[config.mk]
export PLATFORM = sky130hd
export DESIGN_NAME = hps_sequencer
export DESIGN_NICKNAME = d
export VERILOG_FILES = /design/src/rtl/hps_pkg.sv /design/src/rtl/hps_sequencer.sv
export VERILOG_INCLUDE_DIRS = /design/src /design/src/rtl
export SDC_FILE = /design/constraint.sdc
export NUM_CORES = 1
export LEC_CHECK = 0
export BUFFER_PORTS_ARGS = -buffer_cell sky130_fd_sc_hd__buf_2
export CAP_MARGIN = 5
export CORE_ASPECT_RATIO = 1.75
export CORE_MARGIN = 5
export CORE_UTILIZATION = 63
export DETAILED_ROUTE_END_ITERATION = 10
export GPL_TIMING_DRIVEN = 0
export PLACE_DENSITY = 0.85
export REMOVE_ABC_BUFFERS = 1
export SETUP_SLACK_MARGIN = 0.05
export SLEW_MARGIN = 20
export SYNTH_ARGS = -nofsm -noshare
export SYNTH_HDL_FRONTEND = slang
export SYNTH_SLANG_ARGS = --single-unit
[constraint.sdc]
create_clock -name sys_clk -period 12.5 [get_ports sys_clk]
set_input_delay 0 -clock sys_clk [delete_from_list [all_inputs] [get_ports sys_clk]]
set_output_delay 0 -clock sys_clk [all_outputs]
set_load 0.05 [all_outputs]
[src/rtl/hps_regs.svh]
`ifndef HPS_REGS_SVH
`define HPS_REGS_SVH
// register byte offsets
`define HPS_CTRL_OFS 12'h000
`define HPS_STAT_OFS 12'h004
`define HPS_FAULT_OFS 12'h008
`define HPS_ADC_OFS 12'h00c
`define HPS_ADDR_OFS 12'h010
// control fields
`define HPS_C_OV_RETRY 0
`define HPS_C_UV_RETRY 1
`define HPS_C_OC_RETRY 2
`define HPS_C_SW_ON 3
`define HPS_C_GP_MODE 6
`define HPS_CTRL_RST 8'h07
// status / fault fields
`define HPS_F_OV 0
`define HPS_F_UV 1
`define HPS_F_OC 2
`define HPS_F_PB 3
`define HPS_F_BD 4
// timing
`define HPS_CLK_MHZ 125
`define HPS_QUAL_MS 100
`define HPS_QUAL_CYC (`HPS_QUAL_MS * 1000 * `HPS_CLK_MHZ)
`define HPS_SUP_US 5
`define HPS_SUP_CYC (`HPS_SUP_US * `HPS_CLK_MHZ + 1)
`define HPS_INT_US 1
`define HPS_INT_CYC (`HPS_INT_US * `HPS_CLK_MHZ + 1)
`define HPS_POR_US 60
`define HPS_POR_CYC (`HPS_POR_US * `HPS_CLK_MHZ)
`define HPS_ADC_CYC 12500000
`endif

[src/rtl/hps_pkg.sv]
package hps_pkg;
   typedef struct packed {
      logic undervoltage_input;
      logic overvoltage_input;
      logic board_present_n;
      logic on_input;
      logic timer_low_comparator;
      logic timer_high_comparator;
      logic current_limit;
      logic high_current;
      logic power_good_comparator;
      logic general_input_comparator;
      logic supply_lockout_detector;
      logic internal_lockout_detector;
   } hps_sense_t;
   typedef struct packed {
      logic gate_charge;
      logic gate_slow_off;
      logic gate_fast_off;
      logic timer_charge;
      logic timer_discharge;
   } hps_gate_t;
   typedef struct packed {
      logic [11:0] awaddr;
      logic awvalid;
      logic [31:0] wdata;
      logic [3:0] wstrb;
      logic wvalid;
      logic bready;
      logic [11:0] araddr;
      logic arvalid;
      logic rready;
   } hps_axi_req_t;
   typedef struct packed {
      logic awready;
      logic wready;
      logic [1:0] bresp;
      logic bvalid;
      logic arready;
      logic [31:0] rdata;
      logic [1:0] rresp;
      logic rvalid;
   } hps_axi_rsp_t;
   typedef enum logic [3:0] {
      HPS_POR = 4'b0001,
      HPS_QUAL = 4'b0010,
      HPS_OFF = 4'b0100,
      HPS_ON = 4'b1000
   } hps_state_t;
endpackage : hps_pkg

[src/rtl/hps_sequencer.sv]
// Summary of operation
// internal supply rising clears all faults and sets control defaults
// turn-on needs supply in window and board present for 100 ms
// after qualification switch follows on input or bus command
// on input low or bus off command turns switch off slowly
// overvoltage, undervoltage, overcurrent trip or board removal turn off
// writing one to a fault flag without autoretry turns off
// supply low 5 us or internal low 1 us gives fast shutdown
// timer high trip turns off, sets overcurrent present and fault
// timer low clears present flag; restart without autoretry needs fault cleared
// overcurrent autoretry restarts after cooldown, fault flag stays set
// high current forces gate off at once, independent of timer
// default mode releases general pin while feedback is good
// general pin may be open-drain output or input via comparator
// bus address decoded from three ternary select inputs, 27 values
// host polls converter results and fault status over the bus
// 8-bit converter muxes aux input, source and sense voltage
// supply fault cleared for 100 ms allows restart with autoretry
// latched faults hold off without autoretry; else present flags
// turn-off by on input or control bit falling clears faults
// board present low 100 ms copies on input into control bit
// delays counted on system clock; comparators synchronised first
// any precondition dropping restarts the qualification count
`timescale 1ns/1ps
`default_nettype none
`include "hps_regs.svh"
module hps_sequencer #(
   parameter int QUAL_CYC = `HPS_QUAL_CYC,
   parameter int ADC_CYC = `HPS_ADC_CYC
) (
   input wire logic sys_clk,
   input wire logic sys_rst,
   input wire hps_pkg::hps_sense_t sense,
   input wire logic [1:0] addr_select_0,
   input wire logic [1:0] addr_select_1,
   input wire logic [1:0] addr_select_2,
   input wire logic [7:0] adc_result,
   input wire logic adc_done,
   output logic [1:0] adc_mux_sel,
   output logic adc_start,
   output hps_pkg::hps_gate_t gate,
   output logic gp_out,
   output logic gp_oe_n,
   input wire hps_pkg::hps_axi_req_t axi_req,
   output hps_pkg::hps_axi_rsp_t axi_rsp
);
   import hps_pkg::*;
   if (QUAL_CYC < 2 || ADC_CYC < 2) begin : g_bad_cfg
      $error("counts too small");
   end

   hps_sense_t s1, s2;
   hps_state_t state;
   logic [7:0] ctrl;
   logic [4:0] fault;
   logic [31:0] qcnt, rcnt, acnt;
   logic [9:0] vcnt, icnt;
   logic [7:0] adc_src, adc_aux, adc_cs;
   logic [6:0] bus_addr;
   logic on_d, bd_d, sw_d, oc_latch, fast, qual_ok, bd_copied;
   logic aw_hold, w_hold, aw_rdy, w_rdy, b_vld, ar_rdy, r_vld;
   logic [1:0] b_resp, r_resp;
   logic [11:0] awa;
   logic [31:0] wd, r_data;
   logic por_done;
   logic [15:0] pcnt;

   // comparators may toggle anywhere in the cycle; two flops each
   always_ff @(posedge sys_clk or posedge sys_rst) begin
      if (sys_rst) begin
         s1 <= '0;
         s2 <= '0;
      end else begin
         s1 <= sense;
         s2 <= s1;
      end
   end

   wire uv_bad = !s2.undervoltage_input;
   wire ov_bad = s2.overvoltage_input;
   wire bd_out = s2.board_present_n;
   wire pre_ok = !uv_bad && !ov_bad && !bd_out;
   // internal supply rising: sys_rst, lockout reading high, then a 60 us pulse once lockout reads low
   wire por = !por_done;

   always_ff @(posedge sys_clk or posedge sys_rst) begin
      if (sys_rst) begin
         pcnt <= '0;
         por_done <= 1'b0;
      end else if (s2.internal_lockout_detector) begin
         pcnt <= '0;
         por_done <= 1'b0;
      end else if (pcnt == 16'(`HPS_POR_CYC)) begin
         por_done <= 1'b1;
      end else begin
         pcnt <= pcnt + 16'h0001;
      end
   end

   // fast shutdown qualifiers
   always_ff @(posedge sys_clk or posedge sys_rst) begin
      if (sys_rst) begin
         vcnt <= '0;
         icnt <= '0;
      end else begin
         vcnt <= !s2.supply_lockout_detector ? '0 :
            (vcnt == 10'(`HPS_SUP_CYC) ? vcnt : vcnt + 10'h001);
         icnt <= !s2.internal_lockout_detector ? '0 :
            (icnt == 10'(`HPS_INT_CYC) ? icnt : icnt + 10'h001);
      end
   end
   assign fast = (vcnt == 10'(`HPS_SUP_CYC)) ||
      (icnt == 10'(`HPS_INT_CYC)) || s2.high_current;

   // qualification counter restarts on any drop
   always_ff @(posedge sys_clk or posedge sys_rst) begin
      if (sys_rst) begin
         qcnt <= '0;
      end else if (por || !pre_ok) begin
         qcnt <= '0;
      end else if (qcnt != 32'(QUAL_CYC)) begin
         qcnt <= qcnt + 32'h1;
      end
   end
   assign qual_ok = (qcnt == 32'(QUAL_CYC));

   // supply window held good for the retry delay
   always_ff @(posedge sys_clk or posedge sys_rst) begin
      if (sys_rst) begin
         rcnt <= '0;
      end else if (uv_bad || ov_bad) begin
         rcnt <= '0;
      end else if (rcnt != 32'(QUAL_CYC)) begin
         rcnt <= rcnt + 32'h1;
      end
   end

   wire wr_go = aw_hold && w_hold && !b_vld;
   wire wr_ctrl = wr_go && awa == `HPS_CTRL_OFS;
   wire wr_fault = wr_go && awa == `HPS_FAULT_OFS;
   wire on_fall = on_d && !s2.on_input;
   wire on_rise = !on_d && s2.on_input;
   wire oc_trip = state == HPS_ON && s2.timer_high_comparator;
   wire [4:0] present = {1'b0, !s2.power_good_comparator, oc_latch,
      uv_bad, ov_bad};
   // hold-off: latched faults without retry, present flags with retry
   wire hold_ov = ctrl[`HPS_C_OV_RETRY] ? present[0] : fault[0];
   wire hold_uv = ctrl[`HPS_C_UV_RETRY] ? present[1] : fault[1];
   wire hold_oc = ctrl[`HPS_C_OC_RETRY] ? oc_latch : fault[2];
   wire held = hold_ov || hold_uv || hold_oc || oc_latch;
   wire retry_wait = rcnt != 32'(QUAL_CYC);

   // control register: switch bit follows pin edges and bus writes
   always_ff @(posedge sys_clk or posedge sys_rst) begin
      if (sys_rst) begin
         ctrl <= `HPS_CTRL_RST;
         on_d <= 1'b0;
         bd_d <= 1'b1;
         bd_copied <= 1'b0;
      end else if (por) begin
         ctrl <= `HPS_CTRL_RST;
         on_d <= s2.on_input;
         bd_d <= bd_out;
         bd_copied <= 1'b0;
      end else begin
         on_d <= s2.on_input;
         bd_d <= bd_out;
         if (bd_out) bd_copied <= 1'b0;
         if (wr_ctrl && axi_req.wstrb[0]) begin
            ctrl <= wd[7:0];
         end else if (qual_ok && !bd_copied) begin
            ctrl[`HPS_C_SW_ON] <= s2.on_input;
            bd_copied <= 1'b1;
         end else if (on_rise || on_fall) begin
            ctrl[`HPS_C_SW_ON] <= s2.on_input;
         end
      end
   end

   // fault flags: set wins over clear, still-present ones stay
   always_ff @(posedge sys_clk or posedge sys_rst) begin
      if (sys_rst) begin
         fault <= '0;
         sw_d <= 1'b0;
      end else if (por) begin
         fault <= '0;
         sw_d <= 1'b0;
      end else begin
         sw_d <= ctrl[`HPS_C_SW_ON];
         if (sw_d && !ctrl[`HPS_C_SW_ON]) begin
            fault <= present;
         end else if (!bd_out && bd_d) begin
            fault <= {1'b1, present[3:0]};
         end else begin
            for (int i = 0; i < 5; i++) begin
               if (wr_fault && axi_req.wstrb[0]) begin
                  // a written one latches the flag, which holds off only for OV, UV or OC with its retry bit clear
                  fault[i] <= wd[i] | present[i];
               end else begin
                  fault[i] <= fault[i] | present[i];
               end
            end
            if (bd_out != bd_d) fault[`HPS_F_BD] <= 1'b1;
            if (oc_trip) fault[`HPS_F_OC] <= 1'b1;
         end
      end
   end

   // overcurrent present flag and timer control
   always_ff @(posedge sys_clk or posedge sys_rst) begin
      if (sys_rst) begin
         oc_latch <= 1'b0;
      end else if (por) begin
         oc_latch <= 1'b0;
      end else if (oc_trip) begin
         oc_latch <= 1'b1;
      end else if (s2.timer_low_comparator) begin
         oc_latch <= 1'b0;
      end
   end

   // writing one to a fault bit without retry forces off
   wire fault_kill = wr_fault && axi_req.wstrb[0] &&
      ((wd[0] && !ctrl[`HPS_C_OV_RETRY]) ||
      (wd[1] && !ctrl[`HPS_C_UV_RETRY]) ||
      (wd[2] && !ctrl[`HPS_C_OC_RETRY]));

   always_ff @(posedge sys_clk or posedge sys_rst) begin
      if (sys_rst) begin
         state <= HPS_POR;
      end else if (por) begin
         state <= HPS_POR;
      end else begin
         unique case (state)
            HPS_POR: state <= HPS_QUAL;
            HPS_QUAL: if (qual_ok) state <= HPS_OFF;
            HPS_OFF: begin
               if (!pre_ok) state <= HPS_QUAL;
               else if (ctrl[`HPS_C_SW_ON] && !held && !retry_wait &&
                  !fast) state <= HPS_ON;
            end
            HPS_ON: begin
               if (bd_out) state <= HPS_QUAL;
               else if (!ctrl[`HPS_C_SW_ON] || uv_bad || ov_bad ||
                  oc_trip || fault_kill || fast) state <= HPS_OFF;
            end
         endcase
      end
   end

   always_ff @(posedge sys_clk or posedge sys_rst) begin
      if (sys_rst) begin
         gate <= '{default: 1'b0};
      end else begin
         gate.gate_charge <= state == HPS_ON && !fast;
         gate.gate_slow_off <= state != HPS_ON && !fast;
         gate.gate_fast_off <= fast;
         gate.timer_charge <= state == HPS_ON && s2.current_limit;
         gate.timer_discharge <= oc_latch;
      end
   end

   // general pin: power good release, output, or input
   always_ff @(posedge sys_clk or posedge sys_rst) begin
      if (sys_rst) begin
         gp_oe_n <= 1'b0;
         gp_out <= 1'b0;
      end else begin
         gp_out <= 1'b0;
         unique case (ctrl[7:6])
            2'b00: gp_oe_n <= s2.power_good_comparator;
            2'b01: gp_oe_n <= !s2.power_good_comparator;
            2'b10: gp_oe_n <= ctrl[5];
            2'b11: gp_oe_n <= 1'b1;
         endcase
      end
   end

   // ternary select: 0 low, 1 open, 2 high; base-3 index
   always_ff @(posedge sys_clk or posedge sys_rst) begin
      if (sys_rst) begin
         bus_addr <= '0;
      end else begin
         bus_addr <= 7'(addr_select_2 * 9 + addr_select_1 * 3 +
            addr_select_0);
      end
   end

   // converter round robin over three inputs
   always_ff @(posedge sys_clk or posedge sys_rst) begin
      if (sys_rst) begin
         acnt <= '0;
         adc_mux_sel <= 2'h0;
         adc_start <= 1'b0;
         adc_aux <= '0;
         adc_src <= '0;
         adc_cs <= '0;
      end else begin
         adc_start <= acnt == 32'h0;
         acnt <= (acnt == 32'(ADC_CYC - 1)) ? '0 : acnt + 32'h1;
         if (adc_done) begin
            unique case (adc_mux_sel)
               2'h0: adc_aux <= adc_result;
               2'h1: adc_src <= adc_result;
               default: adc_cs <= adc_result;
            endcase
            adc_mux_sel <= adc_mux_sel == 2'h2 ? 2'h0 : adc_mux_sel + 2'h1;
         end
      end
   end

   // axi-lite slave, one write and one read at a time
   always_ff @(posedge sys_clk or posedge sys_rst) begin
      if (sys_rst) begin
         aw_hold <= 1'b0;
         w_hold <= 1'b0;
         awa <= '0;
         wd <= '0;
         aw_rdy <= 1'b0;
         w_rdy <= 1'b0;
         b_vld <= 1'b0;
         b_resp <= 2'h0;
      end else begin
         aw_rdy <= !aw_hold && !aw_rdy;
         w_rdy <= !w_hold && !w_rdy;
         if (axi_req.awvalid && aw_rdy) begin
            aw_hold <= 1'b1;
            awa <= axi_req.awaddr;
            aw_rdy <= 1'b0;
         end
         if (axi_req.wvalid && w_rdy) begin
            w_hold <= 1'b1;
            wd <= axi_req.wdata;
            w_rdy <= 1'b0;
         end
         if (wr_go) begin
            b_vld <= 1'b1;
            b_resp <= (awa == `HPS_CTRL_OFS ||
               awa == `HPS_FAULT_OFS) ? 2'h0 : 2'h2;
         end else if (b_vld && axi_req.bready) begin
            b_vld <= 1'b0;
            aw_hold <= 1'b0;
            w_hold <= 1'b0;
         end
      end
   end

   always_ff @(posedge sys_clk or posedge sys_rst) begin
      if (sys_rst) begin
         ar_rdy <= 1'b0;
         r_vld <= 1'b0;
         r_data <= '0;
         r_resp <= 2'h0;
      end else begin
         ar_rdy <= !r_vld && !ar_rdy;
         if (axi_req.arvalid && ar_rdy) begin
            ar_rdy <= 1'b0;
            r_vld <= 1'b1;
            r_resp <= 2'h0;
            unique case (axi_req.araddr)
               `HPS_CTRL_OFS: r_data <= {24'h0, ctrl};
               `HPS_STAT_OFS: r_data <= {23'h0, state == HPS_ON, 2'h0,
                  s2.general_input_comparator, !bd_out, present[3:0]};
               `HPS_FAULT_OFS: r_data <= {27'h0, fault};
               `HPS_ADC_OFS: r_data <= {8'h0, adc_cs, adc_src, adc_aux};
               `HPS_ADDR_OFS: r_data <= {25'h0, bus_addr};
               default: begin
                  r_data <= '0;
                  r_resp <= 2'h2;
               end
            endcase
         end else if (r_vld && axi_req.rready) begin
            r_vld <= 1'b0;
         end
      end
   end
   // one driver for the whole response struct, every field a flop
   assign axi_rsp = {aw_rdy, w_rdy, b_resp, b_vld, ar_rdy, r_data, r_resp,
      r_vld};
endmodule : hps_sequencer
`default_nettype wire

==> results of run 1 <==
[worst max path at each step]
| stage | endpoint | cells after the start |
|---|---|---|
| floorplan | acnt[0] | 1 |
| global placement | awa[6] | 2 |
| detailed placement | r_data[6] | 4 |
| CTS | r_data[6] | 4 |
| global route | ctrl[3] | 5 |
| finish | ctrl[3] | 5 |
[layout make-up]
class	count	area share
clock buffer	32	0.0477
multi-input combinational	778	0.361
sequential	271	0.468
inverter	43	0.0117
timing repair buffer	165	0.0792
tap	241	0.0208
clock inverter	10	0.0110
antenna	2	0.000345
[per-stage QoR]
stage	util	setup slack [ns]	power (W)	cells	instance area (um2)
6_report	0.755	10.01	0.00215	1542	14500
5_1_grt	0.755	9.88	0.00223	1540	14500
4_1_cts	0.755	9.90	0.00215	1540	14500
3_5_place_dp	0.682	9.92	0.00134	1443	13100
3_3_place_gp	0.677	2.46	0.00131	1439	13000
2_1_floorplan	-	5.04	0.00125	1092	12200
[cells in the mapped netlist (4+ instances only)]
| cell | number |
|---|---|
| dfstp_2 | 5 |
| xnor2_1 | 67 |
| a22o_1 | 16 |
| or3_1 | 13 |
| nor2_1 | 115 |
| and2_1 | 21 |
| dfrtp_1 | 266 |
| mux2_2 | 48 |
| buf_4 | 16 |
| nor4b_1 | 9 |
| a21oi_1 | 27 |
| o21ai_0 | 30 |
| nand4_1 | 36 |
| and3_1 | 20 |
| nand2b_1 | 5 |
| nor2b_1 | 13 |
| mux2i_1 | 21 |
| o21a_1 | 4 |
| and4_1 | 17 |
| nor4_1 | 32 |
| a22oi_1 | 5 |
| inv_1 | 43 |
| nand3_1 | 52 |
| nor3_1 | 22 |
| or2_2 | 4 |
| nand2_1 | 76 |
| xor2_1 | 48 |
| ha_1 | 17 |
| clkbuf_1 | 25 |
| a31oi_1 | 6 |
[power by group]
group	switching, W	internal, W	total, W
clock	0.000323	0.000472	0.000796
combinational	0.000171	0.000130	0.000302
sequential	0.0000796	0.000977	0.00106
[registers in the layout, summed over array words and instances, names as in the netlist, 5 cells and up]
signal and cells:
acnt 32, adc_aux 8, adc_cs 8, adc_src 8, awa 12, bus_addr 6, ctrl 8, fault 5
gate 5, icnt 10, pcnt 16, qcnt 32, r_data 24, rcnt 32, s1 12, s2 10
vcnt 10, wd 8
[critical path, delay by kind of cell (launching register included)]
family,cells,cell delay [ns]
and+or+nand+nor,3,1.42
muxes,2,0.56
DFF,1,0.39
[metal layers]
metal,vias to the layer above,GRT usage,routed length (um)
li1,4227,-,-
met1,4591,0.292,10100
met2,294,0.463,15700
met3,100,0.0338,1290
met4,0,0.112,1290
met5,-,0,0
[what timing repair did]
item / in CTS / in global routing
hold buffers: 55 / 0
resized for setup: 0 / 0
hold endpoints to repair: 162 / 0
[logic make-up after synthesis]
logic type / after synthesis / share of synthesized area
adder cells (fa/ha/maj): 20 / 0.0221
AND/OR/NAND/NOR: 455 / 0.197
AO/OA/AOI/OAI: 107 / 0.0561
buffers and inverters: 88 / 0.0319
XOR/XNOR: 115 / 0.0816
flip-flops: 271 / 0.550
other: 1 / 0.000304
multiplexers: 70 / 0.0617
==> impl_metrics.env, run 1 <==
export IMPL_outcome="completed"
export IMPL_crit_chain="or4_4, nor4_4, mux2i_1, nor2_1, mux2_1"
export IMPL_start_kind="flip-flop"
export IMPL_avgSynthCellArea_um2=11.0
export IMPL_cts_buffers=24
export IMPL_final_cell_mix="266 x dfrtp_1, 115 x nor2_1, 107 x buf_2, 75 x nand2_1, 67 x xnor2_1"
export IMPL_crit_fanout=12
export IMPL_rsz0062_at_grt="false"
export IMPL_drive_gt1_frac=0.170
export IMPL_hold_ws_ns=0.0309
export IMPL_reg2reg_setup_slack_ns=10.01
export IMPL_cts_htree_levels=1
export IMPL_regArea_mm2=0.00679
export IMPL_viasPerCell=5.97
export IMPL_area_growth_pct=17.4
export IMPL_yosys_area_top_type="dfrtp_1"
export IMPL_cts_root_buffer="clkbuf_16"
export IMPL_port_buffers=106
export IMPL_synthesis_area_mm2=0.0124
export IMPL_clk_latency_ns=0.53
export IMPL_fin_nets=1397
export IMPL_final_antenna_net_count=0
export IMPL_ir_drop_uv=198
export IMPL_cts_tree="yes"
export IMPL_drt_pass1_iterations=6
export IMPL_maxSlewHeadroom=0.250
export IMPL_yosysUniqueCellTypes=58
export IMPL_fin_skew_ns=0.0217
export IMPL_cap_viol_max_count=0
export IMPL_worstSetupStartpoint="awa[1]"
export IMPL_gp_congestion=0.872
export IMPL_p_per_area_mw_per_mm2=149
export IMPL_yosys_top_cells_area="dfrtp_1 54%, xnor2_1 4.8%, mux2_2 4.4%"
export IMPL_gr_total_overflow=0
export IMPL_drtIter0Drc=598
export IMPL_ys_ff_latch=271
export IMPL_cts_num_sinks=271
export IMPL_synth_cells=1127
export IMPL_reg2reg_from="awa[1]"
export IMPL_yosys_warnings=0
export IMPL_cp_slowest_cell="nor4_4"
export IMPL_cts_buffer_depth=3
export IMPL_die_x_um=116
export IMPL_coreArea_mm2=0.0192
export IMPL_first_global_vias=9672
export IMPL_yosys_area_top_type_share=0.539
export IMPL_antenna_found_initial=0
export IMPL_path_clk_slew_ns=0.07
export IMPL_dr_total_vias=9212
export IMPL_slew_violations=0
export IMPL_synth_async_sr_flop_share=1.00
export IMPL_setup_worst_path_end_class="flip-flop"
export IMPL_hold_violations=0
export IMPL_leakagePower_nw=6.47
export IMPL_grt_pass1_wl_um=47000
export IMPL_track_usage=0.254
export IMPL_path_class="reg2reg"
export IMPL_mostFrequentLayoutCell="dfrtp_1"
export IMPL_pin_count=145
export IMPL_wl_um=28400
export IMPL_reg2regPathDepth=5
export IMPL_finalSetupViolCount=0
export IMPL_yosysSeqAreaShare=0.550
export IMPL_multiInputGateArea_mm2=0.00523
export IMPL_drcViolationCount=0
export IMPL_min_path_type="in2reg"
export IMPL_critPathArrivalTime_ns=2.90
export IMPL_tightest_slew_ns=1.12
export IMPL_cp_required_ns=12.91
export IMPL_hold_path_depth=5
export IMPL_timing_fmax_mhz=402
export IMPL_cpPeakStageDelay_ns=0.77
export IMPL_post_cts_buffers=0
export IMPL_initial_core_util=0.643
export IMPL_hold_path_endpoint="r_data[8]"
export IMPL_grt_max_degree=99
export IMPL_r2r_end="ctrl[3]"
export IMPL_post_dp_hpwl_um=18200
export IMPL_fp_row_count=67
export IMPL_min_from="axi_req[5]"
export IMPL_finalCritPeriodShare=0.199
export IMPL_die_area_mm2=0.0226
export IMPL_fill_cells=1190
export IMPL_die_y_um=195
export IMPL_tns_ns=0
export IMPL_synth_edf_count=0
export IMPL_fin_crit_ns=2.49
export IMPL_synth_ff_type="dfrtp_1"
export IMPL_drt_wirelength_per_cell_um=18.4
No activity file was read; power rests on OpenSTA's default activity.
==> run 2, diff against run 1 <==
--- a/config.mk
+++ b/config.mk
@@ -10,10 +10,10 @@
 export CAP_MARGIN = 5
 export CORE_ASPECT_RATIO = 1.75
 export CORE_MARGIN = 5
-export CORE_UTILIZATION = 63
+export CORE_UTILIZATION = 58
 export DETAILED_ROUTE_END_ITERATION = 10
 export GPL_TIMING_DRIVEN = 0
-export PLACE_DENSITY = 0.85
+export PLACE_DENSITY = 0.79
 export REMOVE_ABC_BUFFERS = 1
 export SETUP_SLACK_MARGIN = 0.05
 export SLEW_MARGIN = 20
==> constraint.sdc (replaced) <==
create_clock -name sys_clk -period 2.54 [get_ports sys_clk]
set_input_delay 0 -clock sys_clk [delete_from_list [all_inputs] [get_ports sys_clk]]
set_output_delay 0 -clock sys_clk [all_outputs]
set_load 0.05 [all_outputs]
==> impl_metrics.env, run 2 (same netlist as run 1, synthesis figures left out) <==
export IMPL_drive_gt1_frac=0.177
export IMPL_cts_buffer_depth=3
export IMPL_maxSlewHeadroom=0.467
export IMPL_grt_pass1_wl_um=45700
export IMPL_fin_nets=1400
export IMPL_mostFrequentLayoutCell="dfrtp_1"
export IMPL_die_area_mm2=0.0244
export IMPL_slew_violations=0
export IMPL_pin_count=145
export IMPL_fill_cells=1446
export IMPL_start_kind="flip-flop"
export IMPL_fin_ws_ns=0.279
export IMPL_drt_wirelength_per_cell_um=17.3
export IMPL_wl_um=26900
export IMPL_cts_num_sinks=271
export IMPL_ir_drop_uv=601
export IMPL_min_path_type="in2reg"
export IMPL_p_per_area_mw_per_mm2=733
export IMPL_finalSetupViolCount=0
export IMPL_fp_row_count=70
export IMPL_crit_fanout=6
export IMPL_cp_num_buf_inv=0
export IMPL_tightest_slew_ns=0.799
export IMPL_cpPeakStageDelay_ns=0.60
export IMPL_drt_pass1_iterations=7
export IMPL_outcome="completed"
export IMPL_antenna_found_initial=0
export IMPL_placed_area_mm2=0.0131
export IMPL_dr_total_vias=9046
export IMPL_cp_slowest_cell="or4_4"
export IMPL_port_buffers=106
export IMPL_leakagePower_nw=6.52
export IMPL_gr_total_overflow=0
export IMPL_die_x_um=120
export IMPL_cts_tree="yes"
export IMPL_first_global_vias=9481
export IMPL_critPathArrivalTime_ns=2.66
export IMPL_crit_chain="or4_4, nor4_4, nand2b_1, and4_1, a41o_1"
export IMPL_grt_max_degree=77
export IMPL_coreArea_mm2=0.0209
export IMPL_post_dp_hpwl_um=17500
export IMPL_initial_core_util=0.590
export IMPL_fin_util=0.698
export IMPL_hold_violations=0
export IMPL_stdcell_area_mm2=0.0146
export IMPL_drtIter0Drc=505
export IMPL_final_cell_mix="266 x dfrtp_1, 115 x nor2_1, 107 x buf_2, 75 x nand2_1, 67 x xnor2_1"
export IMPL_die_y_um=203
export IMPL_area_growth_pct=18.3
export IMPL_finalCritPeriodShare=0.890
export IMPL_cp_required_ns=2.94
export IMPL_setup_worst_path_end_class="flip-flop"
export IMPL_fin_skew_ns=0.00938
export IMPL_place_worst_setup_slack_ns=-0.0211
export IMPL_viasPerCell=5.81
export IMPL_gp_congestion=0.838
export IMPL_path_class="reg2reg"
export IMPL_fin_crit_ns=2.26
export IMPL_track_usage=0.225
export IMPL_cap_viol_max_count=0
export IMPL_n_antenna_cell=0
export IMPL_cts_root_buffer="clkbuf_16"
export IMPL_drcViolationCount=0
export IMPL_cts_buffers=25
export IMPL_clk_latency_ns=0.52
export IMPL_rsz0062_at_grt="false"
export IMPL_final_antenna_net_count=0
export IMPL_reg_top3="acnt (32), qcnt (32), rcnt (32)"
export IMPL_cts_htree_levels=1
export IMPL_path_clk_slew_ns=0.07
export IMPL_timing_fmax_mhz=442
export IMPL_crit_family="simple AND/OR/NAND/NOR gates"
==> run 2: cell count changes in the layout (fill, tap and decap cells not counted), moves of 2 or more <==
cell      before  now
clkbuf_1       3    1
clkbuf_8       4    6
inv_6          1    3
diode_2        2    0
==> run 2: layer usage <==
layer  global-route usage  part of all wire  vias up
li1                     -                 -     4236
met4               0.0972             0.043        0
met3               0.0273             0.039       78
met2                0.409              0.54      222
met1                0.265              0.38     4510
met5                    0                 0        -
==> run 2: area by class of cell <==
class	count	area, um2	area share
Sequential cell	271	6790	0.465
Multi-Input combinational cell	778	5250	0.359
Inverter	43	169	0.0116
Timing Repair Buffer	167	1180	0.0810
Clock inverter	14	190	0.0130
Tap cell	252	315	0.0216
Clock buffer	32	712	0.0487
==> run 2: power by group <==
| group | internal (W) | switching (W) | total, W |
|---|---|---|---|
| clock network | 0.00241 | 0.00166 | 0.00407 |
| logic | 0.000644 | 0.000825 | 0.00147 |
| registers | 0.00481 | 0.000366 | 0.00517 |
| total | 0.00786 | 0.00285 | 0.0107 |
==> run 2: final timing paths <==
path / start / endpoint / slack (ns) / cells past startpoint
max: awa[5] / state[3] / 0.28 / 5
min: axi_req[5] / r_data[5] / 0.05 / 3
max reg2reg: awa[5] / state[3] / 0.28 / 5
min reg2reg: s1[0] / s2[0] / 0.34 / 0
max in group asynchronous: sys_rst / ctrl[1] / 1.03 / 6
min in group asynchronous: sys_rst / acnt[31] / 0.11 / 3
==> run 2: through the flow <==
stage | cells | total power [W] | hold slack, ns | setup TNS (ns)
2_1_floorplan | 1092 | 0.00615 | 0.0314 | -1322.36
3_3_place_gp | 1450 | 0.00646 | 0.108 | -2041.24
3_5_place_dp | 1454 | 0.00656 | 0.102 | -0.0211
4_1_cts | 1557 | 0.0107 | 0.0329 | 0
5_1_grt | 1557 | 0.0111 | 0.0819 | 0
6_report | 1557 | 0.0107 | 0.0464 | 0
==> run 2: worst register-to-register path, delay by kind of cell, from the launching register on <==
kind	cells	cell delay (ns)
simple gates	4	1.55
compound gates	1	0.21
flops	1	0.39
==> run 2: what timing repair did <==
action	in CTS	in global routing
resized for setup	1	2
pin swaps	1	0
hold buffers	55	0
setup endpoints to repair	18	5
buffers inserted	2	0
endpoints found under the hold margin	175	0
